[config.mk]
export PLATFORM = sky130hd
export DESIGN_NAME = sfrcp_port
export DESIGN_NICKNAME = d
export VERILOG_FILES = /design/src/hdl/sfrcp_pkg.sv /design/src/hdl/sfrcp_port.sv /design/src/hdl/sfrcp_edge_sync.sv
export SDC_FILE = /design/constraint.sdc
export NUM_CORES = 2
export LEC_CHECK = 0
export BUFFER_PORTS_ARGS = -buffer_cell sky130_fd_sc_hd__buf_2
export CAP_MARGIN = 25
export CORE_MARGIN = 2
export CORE_UTILIZATION = 51
export DETAILED_ROUTE_END_ITERATION = 8
export HOLD_SLACK_MARGIN = 0.05
export PLACE_DENSITY_LB_ADDON = 0.08
export SETUP_SLACK_MARGIN = 0.05
export SLEW_MARGIN = 20
export SYNTH_ARGS = -nofsm -noshare
export SYNTH_HDL_FRONTEND = slang
export SYNTH_SLANG_ARGS = --single-unit
[constraint.sdc]
create_clock -name ref_clk -period 3.7 [get_ports ref_clk]
set_input_delay 0.37 -clock ref_clk [delete_from_list [all_inputs] [get_ports ref_clk]]
set_output_delay 0.37 -clock ref_clk [all_outputs]
set_load 0.1 [all_outputs]
[src/hdl/sfrcp_pkg.sv]
// Package: shared constants and carrier types for the slave FIFO read/commit port.
package sfrcp_pkg;

  // ---------------------------------------------------------------
  // Geometry
  // ---------------------------------------------------------------
  localparam int SFRCP_NUM_FIFOS = 4;
  localparam int SFRCP_SEL_W = 2;
  localparam int SFRCP_DATA_W = 16;
  localparam int SFRCP_DEPTH = 16;
  localparam int SFRCP_PTR_W = 4;
  localparam int SFRCP_CNT_W = 5;

  // ---------------------------------------------------------------
  // Reset values and defaults
  // ---------------------------------------------------------------
  localparam logic [SFRCP_CNT_W-1:0] SFRCP_AUTO_LEN_RST = 5'h08;
  localparam logic [SFRCP_PTR_W-1:0] SFRCP_PTR_RST = 4'h0;
  localparam logic [SFRCP_CNT_W-1:0] SFRCP_CNT_RST = 5'h00;

  // ---------------------------------------------------------------
  // Timing: select setup to sampling edge
  // ---------------------------------------------------------------
  localparam int SFRCP_CLK_MHZ = 50;
  localparam int SFRCP_SEL_SETUP_NS = 25;
  localparam int SFRCP_SEL_SETUP_CYC =
    (SFRCP_SEL_SETUP_NS * SFRCP_CLK_MHZ + 999) / 1000;

  // ---------------------------------------------------------------
  // Carriers
  // ---------------------------------------------------------------
  typedef struct packed {
    logic chip_select;
    logic output_enable;
    logic read_strobe;
    logic write_strobe;
    logic commit_strobe;
  } sfrcp_ctl_s;

  typedef struct packed {
    logic empty;
    logic full;
  } sfrcp_flags_s;

endpackage

[src/hdl/sfrcp_port.sv]
// Slave FIFO port: four endpoint FIFOs read, written and committed by an external master.
// What this block does
// - Output enable only drives bus, never pops.
// - Current entry prefetched, shown on output enable.
// - Read needs chip select and read strobe.
// - Read edge advances pointer, shows next entry.
// - Data driven only while output enable asserted.
// - Burst read advances one entry per edge.
// - Auto mode commits at programmed length.
// - Too-early commit after auto commit is lost.
// - Write edge stores word, advances, updates flags.
`timescale 1ns/100ps
module sfrcp_port
  import sfrcp_pkg::*;
#(
  parameter int DATA_W = SFRCP_DATA_W,
  parameter int DEPTH = SFRCP_DEPTH
) (
  // Clock and reset
  input wire logic ref_clk,
  input wire logic rst,
  // Master pins, outside this clock domain
  input wire logic interface_clock,
  input wire logic [SFRCP_SEL_W-1:0] fifo_select,
  input wire sfrcp_ctl_s ctl_pins,
  input wire logic [DATA_W-1:0] data_in,
  // Data bus drive, enable low while driving
  output logic [DATA_W-1:0] data_out,
  output logic data_oe_n,
  // Flags of the selected FIFO
  output sfrcp_flags_s flags,
  // Static configuration
  input wire logic auto_mode,
  input wire logic [SFRCP_CNT_W-1:0] auto_commit_length,
  // Committed-packet report toward the endpoint side
  output logic commit_valid,
  output logic [SFRCP_SEL_W-1:0] commit_fifo,
  output logic [SFRCP_CNT_W-1:0] commit_bytes,
  output logic commit_auto
);

  // ---------------------------------------------------------------
  // Pin synchronisation
  // ---------------------------------------------------------------
  logic [7:0] pins_raw;
  logic [7:0] pins_s;
  logic [7:0] pins_rise;
  logic [DATA_W-1:0] din_m_q;
  logic [DATA_W-1:0] din_q;

  assign pins_raw = {interface_clock, fifo_select, ctl_pins};

  sfrcp_edge_sync #(.WIDTH(8)) u_sync (
    .ref_clk(ref_clk),
    .rst(rst),
    .async_in(pins_raw),
    .sync_out(pins_s),
    .rise_out(pins_rise)
  );

  always_ff @(posedge ref_clk) begin
    if (rst) begin
      din_m_q <= '0;
      din_q <= '0;
    end else begin
      din_m_q <= data_in;
      din_q <= din_m_q;
    end
  end

  // ---------------------------------------------------------------
  // Decode
  // ---------------------------------------------------------------
  wire link_edge = pins_rise[7];
  wire [SFRCP_SEL_W-1:0] sel = pins_s[6:5];
  wire cs = pins_s[4];
  wire oe = pins_s[3];
  wire rd = pins_s[2];
  wire wr = pins_s[1];
  wire pe = pins_s[0];

  // A strobe without chip select is ignored entirely.
  wire rd_go = link_edge & cs & rd;
  wire wr_go = link_edge & cs & wr;
  wire pe_go = link_edge & cs & pe;

  // ---------------------------------------------------------------
  // FIFO storage
  // ---------------------------------------------------------------
  logic [DATA_W-1:0] mem_q [SFRCP_NUM_FIFOS][DEPTH];
  logic [SFRCP_PTR_W-1:0] rptr_q [SFRCP_NUM_FIFOS];
  logic [SFRCP_PTR_W-1:0] wptr_q [SFRCP_NUM_FIFOS];
  logic [SFRCP_CNT_W-1:0] cnt_q [SFRCP_NUM_FIFOS];
  logic [SFRCP_CNT_W-1:0] pkt_q [SFRCP_NUM_FIFOS];
  logic [SFRCP_NUM_FIFOS-1:0] just_auto_q;

  function automatic logic [SFRCP_PTR_W-1:0] ptr_inc(input logic [SFRCP_PTR_W-1:0] p);
    ptr_inc = (p == SFRCP_PTR_W'(DEPTH - 1)) ? SFRCP_PTR_RST : p + 1'b1;
  endfunction

  genvar gi;
  generate
    for (gi = 0; gi < SFRCP_NUM_FIFOS; gi++) begin : g_fifo
      wire hit = (sel == SFRCP_SEL_W'(gi));
      wire f_empty = (cnt_q[gi] == SFRCP_CNT_RST);
      wire f_full = (cnt_q[gi] == SFRCP_CNT_W'(DEPTH));
      wire do_rd = rd_go & hit & ~f_empty;
      wire do_wr = wr_go & hit & ~f_full;
      wire [SFRCP_CNT_W-1:0] pkt_nx = pkt_q[gi] + SFRCP_CNT_W'(do_wr);
      wire auto_hit = auto_mode & do_wr & (pkt_nx == auto_commit_length);
      // A commit one edge after an auto commit is dropped; the word stays.
      wire man_ok = pe_go & hit & ~just_auto_q[gi] & (pkt_nx != SFRCP_CNT_RST);

      always_ff @(posedge ref_clk) begin
        if (rst) begin
          // Clearing storage keeps the prefetched head known before the first write.
          mem_q[gi] <= '{default: '0};
          rptr_q[gi] <= SFRCP_PTR_RST;
          wptr_q[gi] <= SFRCP_PTR_RST;
          cnt_q[gi] <= SFRCP_CNT_RST;
          pkt_q[gi] <= SFRCP_CNT_RST;
          just_auto_q[gi] <= 1'b0;
        end else begin
          if (do_rd) begin
            rptr_q[gi] <= ptr_inc(rptr_q[gi]);
          end
          if (do_wr) begin
            mem_q[gi][wptr_q[gi]] <= din_q;
            wptr_q[gi] <= ptr_inc(wptr_q[gi]);
          end
          cnt_q[gi] <= cnt_q[gi] + SFRCP_CNT_W'(do_wr) - SFRCP_CNT_W'(do_rd);
          pkt_q[gi] <= (auto_hit | man_ok) ? SFRCP_CNT_RST : pkt_nx;
          if (link_edge) begin
            just_auto_q[gi] <= auto_hit;
          end
        end
      end
    end
  endgenerate

  // ---------------------------------------------------------------
  // Commit report
  // ---------------------------------------------------------------
  wire [SFRCP_CNT_W-1:0] sel_pkt_nx = pkt_q[sel] + SFRCP_CNT_W'(wr_go & ~flags.full);
  wire sel_auto = auto_mode & wr_go & ~flags.full & (sel_pkt_nx == auto_commit_length);
  wire sel_man = pe_go & ~just_auto_q[sel] & (sel_pkt_nx != SFRCP_CNT_RST);

  always_ff @(posedge ref_clk) begin
    if (rst) begin
      commit_valid <= 1'b0;
      commit_fifo <= '0;
      commit_bytes <= SFRCP_CNT_RST;
      commit_auto <= 1'b0;
    end else begin
      commit_valid <= sel_auto | sel_man;
      commit_fifo <= sel;
      commit_bytes <= sel_pkt_nx;
      commit_auto <= sel_auto;
    end
  end

  // ---------------------------------------------------------------
  // Bus and flags
  // ---------------------------------------------------------------
  // Head entry is always prefetched from the current read pointer, so the
  // bus follows select and pointer with no extra pop; a one-cycle output
  // register keeps the pads glitch free at the cost of one ref_clk of delay.
  always_ff @(posedge ref_clk) begin
    if (rst) begin
      data_out <= '0;
      data_oe_n <= 1'b1;
    end else begin
      data_out <= mem_q[sel][rptr_q[sel]];
      data_oe_n <= ~oe;
    end
  end

  assign flags.empty = (cnt_q[sel] == SFRCP_CNT_RST);
  assign flags.full = (cnt_q[sel] == SFRCP_CNT_W'(DEPTH));

  // ---------------------------------------------------------------
  // Checks
  // ---------------------------------------------------------------
  AST_OE_NO_POP: assert property (@(posedge ref_clk) disable iff (rst)
    (!rd_go) |=> (rptr_q[sel] == $past(rptr_q[sel]) || sel != $past(sel)))
    else $error("Read pointer moved without a read.");
  AST_RD_ADV: assert property (@(posedge ref_clk) disable iff (rst)
    (rd_go && !flags.empty) |=> (rptr_q[$past(sel)] == ptr_inc($past(rptr_q[sel]))))
    else $error("Read edge did not advance pointer.");
  AST_NO_CS: assert property (@(posedge ref_clk) disable iff (rst)
    (link_edge && !cs && sel == $past(sel)) |=> $stable(cnt_q[sel]))
    else $error("Strobe acted without chip select.");
  AST_OE_DRIVE: assert property (@(posedge ref_clk) disable iff (rst)
    oe |=> !data_oe_n)
    else $error("Bus not driven with output enable.");
  AST_OE_OFF: assert property (@(posedge ref_clk) disable iff (rst)
    !oe |=> data_oe_n)
    else $error("Bus driven without output enable.");
  AST_PREFETCH: assert property (@(posedge ref_clk) disable iff (rst)
    1'b1 |=> data_out == $past(mem_q[sel][rptr_q[sel]]))
    else $error("Bus does not show head entry.");
  AST_AUTO: assert property (@(posedge ref_clk) disable iff (rst)
    sel_auto |=> commit_valid && commit_auto && commit_bytes == $past(auto_commit_length))
    else $error("Auto commit missing.");
  AST_LOST: assert property (@(posedge ref_clk) disable iff (rst)
    (pe_go && just_auto_q[sel] && !sel_auto) |=> !commit_valid)
    else $error("Early commit was not dropped.");
  AST_WR_CNT: assert property (@(posedge ref_clk) disable iff (rst)
    (wr_go && !rd_go && !flags.full) |=> cnt_q[$past(sel)] == $past(cnt_q[sel]) + 1'b1)
    else $error("Write did not count.");

  COV_BURST: cover property (@(posedge ref_clk) disable iff (rst) rd_go ##[1:20] rd_go);
  COV_AUTO: cover property (@(posedge ref_clk) disable iff (rst) sel_auto);
  COV_MAN: cover property (@(posedge ref_clk) disable iff (rst) sel_man);
  COV_LOST: cover property (@(posedge ref_clk) disable iff (rst) pe_go && just_auto_q[sel]);

endmodule

[src/hdl/sfrcp_edge_sync.sv]
// Two-stage synchroniser with rising-edge detect on the second stage output.
`timescale 1ns/100ps
module sfrcp_edge_sync
  import sfrcp_pkg::*;
#(
  parameter int WIDTH = 1
) (
  // Clock and reset
  input wire logic ref_clk,
  input wire logic rst,
  // Asynchronous input
  input wire logic [WIDTH-1:0] async_in,
  // Synchronised level and rising edge
  output logic [WIDTH-1:0] sync_out,
  output logic [WIDTH-1:0] rise_out
);

  logic [WIDTH-1:0] meta_q;
  logic [WIDTH-1:0] sync_q;
  logic [WIDTH-1:0] prev_q;

  // The first stage feeds only the second stage.
  always_ff @(posedge ref_clk) begin
    if (rst) begin
      meta_q <= '0;
      sync_q <= '0;
      prev_q <= '0;
    end else begin
      meta_q <= async_in;
      sync_q <= meta_q;
      prev_q <= sync_q;
    end
  end

  assign sync_out = sync_q;
  assign rise_out = sync_q & ~prev_q;

endmodule

==> impl_metrics.py <==
metrics = {
    "global_route": {
        "grt_pass1_wl_um": 232000,
        "antenna_found_initial": 18,
        "overflow": 0,
        "grt_util_all_layers": 0.292,
        "grt_start_max_net_pins": 96,
        "grt_pass1_vias": 33400,
    },
    "layout": {
        "final_design_area_no_fill_sq_mm": 0.0610,
        "mostFrequentLayoutCells": "edfxtp_1 (1,056), and3_1 (535), and2_1 (516)",
        "final_core_util": 0.572,
        "finalNetCount": 3881,
        "mostFrequentLayoutCell": "edfxtp_1",
        "stdcell_count": 5297,
        "syn_to_final_growth_pct": 11.6,
        "layout-drive-gt1-share": 0.205,
    },
    "yosys": {
        "async_reset_ff_frac": 0,
        "yosys.area_share.simple": 0.157,
        "ys_ff_latch": 1175,
        "yosysWarnings": 0,
        "syn_nets": 3880,
        "syn_inst": 3790,
        "muxShareOfSynthArea": 0.128,
        "syn_area_per_cell_sq_um": 14.4,
        "synth_compound_area_frac": 0.0276,
        "synthAdderAreaFrac": 0.0138,
        "synth_top_family_by_area": "simple AND/OR/NAND/NOR gates",
        "synth.distinct_cells": 60,
        "synth_edf_count": 1056,
        "yosys_most_used_dff": "edfxtp_1",
        "synth-xor-area-share": 0.0143,
        "synthesis.area_sq_mm": 0.0547,
        "synth_seq_area_share": 0.624,
    },
    "critical_path": {
        "max_stage_delay_ns": 0.58,
        "cp_data_required_time_ns": 4.33,
        "path_class": "reg2reg",
        "path_cells": "buf_4 -> buf_4 -> mux4_2 -> mux2_2 -> o221ai_1 -> o21ai_1 -> a32o_1",
        "setup.worst_path.start_class": "flop",
        "critPathSlowestCell": "buf_4",
        "path_buf_inv": 2,
        "crit_arrival_ns": 3.98,
        "critical_path.top_delay_family": "buffers and inverters",
        "cp-end-kind": "flop",
        "cpMostUsedCell": "buf_4",
        "cp_max_fo": 30,
    },
    "clock_tree": {
        "cts_max_path_buffers": 3,
        "cts.sinks": 1175,
        "postCtsSetupRepairBufs": 0,
        "cts_tree": "built",
        "cts_hold_buf": 25,
        "cts_resized": 0,
        "insertion_delay_ns": 0.75,
        "path_clk_slew_ns": 0.06,
        "root_buffer": "clkbuf_16",
        "htreeDepth": 4,
        "numCtsBuffers": 131,
    },
    "route": {
        "firstDrtPassIters": 5,
        "drt_iter0_drc": 3654,
        "drc": 0,
        "wl_um": 161000,
        "vias": 32900,
        "wl_per_cell_um": 30.3,
        "vias_per_cell": 6.20,
        "final_antenna_net_count": 0,
    },
    "placement": {
        "placed_cell_area_sq_mm": 0.0566,
        "pre_cts_slack_ns": 0.342,
        "globalplace.congestion": 0.878,
        "dp.cells": 5035,
        "portBuffers": 59,
        "dp_hpwl_um": 98300,
    },
    "floorplanning": {
        "io_pins": 60,
        "rows": 120,
        "die_area_sq_mm": 0.110,
        "coreArea_sq_mm": 0.107,
        "floorplan.initialDensity": 0.512,
        "die_y_um": 331,
        "die_w_um": 331,
    },
    "sta": {
        "setup_violations": 0,
        "finalSetupTns_ns": 0,
        "layout_setup_ws_ns": 0.349,
        "period_needed_ns": 3.35,
        "hold_violations": 0,
        "whs_ns": 0.168,
        "period_share": 0.906,
        "timing.fmax_mhz": 298,
        "slew_headroom": 0.288,
        "finalMaxSlewViolations": 0,
        "worst_slew_pin_slew_ns": 1.07,
        "finClkSkew_ns": 0.0249,
        "rsz0062_at_grt": "false",
    },
    "power": {
        "p_leak_nw": 23.8,
        "power_density_mw_per_mm2": 488,
        "clockPowerShare": 0.425,
        "peakVddDrop_v": 0.000313,
        "p_switching_mw": 6.95,
        "sw_frac_of_total": 0.233,
        "pwr-share-comb": 0.068,
        "internal_power_mw": 22.9,
        "p_seq_frac": 0.507,
        "p_total_mw": 29.8,
    },
    "hold_path": {
        "hp-class": "in2reg",
    },
    "run": {
        "maxCapViolCount": 0,
    },
    "status": {
        "status": "complete, no violations",
    },
}
-- cell usage after synthesis, drive strengths merged, types with 18 or more instances --
library cell / count / area [sq um]
buf: 132 / 688
nor3: 19 / 183
clkbuf: 273 / 1020
or2: 20 / 125
xor2: 18 / 158
mux4: 268 / 6040
mux2i: 64 / 641
edfxtp: 1056 / 31700
mux2: 31 / 349
xnor2: 37 / 324
and2: 516 / 3230
nand2: 99 / 402
ha: 54 / 676
dfxtp: 119 / 2380
nand3: 18 / 90.1
nor2: 85 / 352
a21oi: 40 / 200
inv: 59 / 221
and3: 537 / 3360
nor2b: 60 / 375
o21ai: 120 / 601
-- worst min-delay path, stage by stage --
cell and delay, ns:
buf_2 0.22, xor2_1 0.10, nand4b_1 0.11, nor2_1 0.06
-- state kept, by name (all words and copies together), names as in the netlist --
register         cells
mem_q             1024
data_oe_n            1
din_q               16
rptr_q              16
u_sync.meta_q        8
wptr_q              16
din_m_q             16
pkt_q               20
commit_valid         1
commit_bytes         5
just_auto_q          4
cnt_q               20
commit_auto          1
u_sync.prev_q        3
u_sync.sync_out      8
data_out            16
-- routing by layer --
| metal | routed length, um | GRT usage | vias up |
|---|---|---|---|
| met5 | 80 | 0 | - |
| met2 | 78200 | 0.478 | 1490 |
| met3 | 14200 | 0.0721 | 258 |
| met4 | 5880 | 0.109 | 12 |
| li1 | - | - | 14100 |
| met1 | 62200 | 0.377 | 17000 |
-- final timing paths --
path / from / endpoint / slack [ns] / cells after the start
max reg2reg: u_sync.sync_out[5] / data_out[3] / 0.35 / 7
min reg2reg: u_sync.sync_out[3] / data_oe_n / 0.37 / 1
max: u_sync.sync_out[5] / data_out[3] / 0.35 / 7
min: auto_commit_length[2] / commit_auto / 0.17 / 4
-- area by class of cell --
type	instances	area, sq um
Sequential cell	1175	34100
Tap cell	1403	1760
Multi-Input combinational cell	2151	18700
Antenna cell	2	5.00
Clock inverter	71	634
Clock buffer	163	3490
Inverter	59	221
Fill cell	8393	45700
Timing Repair Buffer	273	2120
-- power by group through the flow --
stage,clock [mW],combinational [mW],sequential (mW)
global route,13.3,2.10,15.1
detailed placement,0,2.00,15.4
global placement,0,1.98,15.4
floorplan,0,1.11,15.4
CTS,12.8,2.02,15.1
finish,12.7,2.03,15.1
-- logic make-up after synthesis --
logic type      Yosys count
simple gates           1413
flops                  1175
buf+inv                 464
mux                     363
compound gates          249
xor+xnor                 68
fa+ha+maj                58
(Power assumes the default switching activity.)
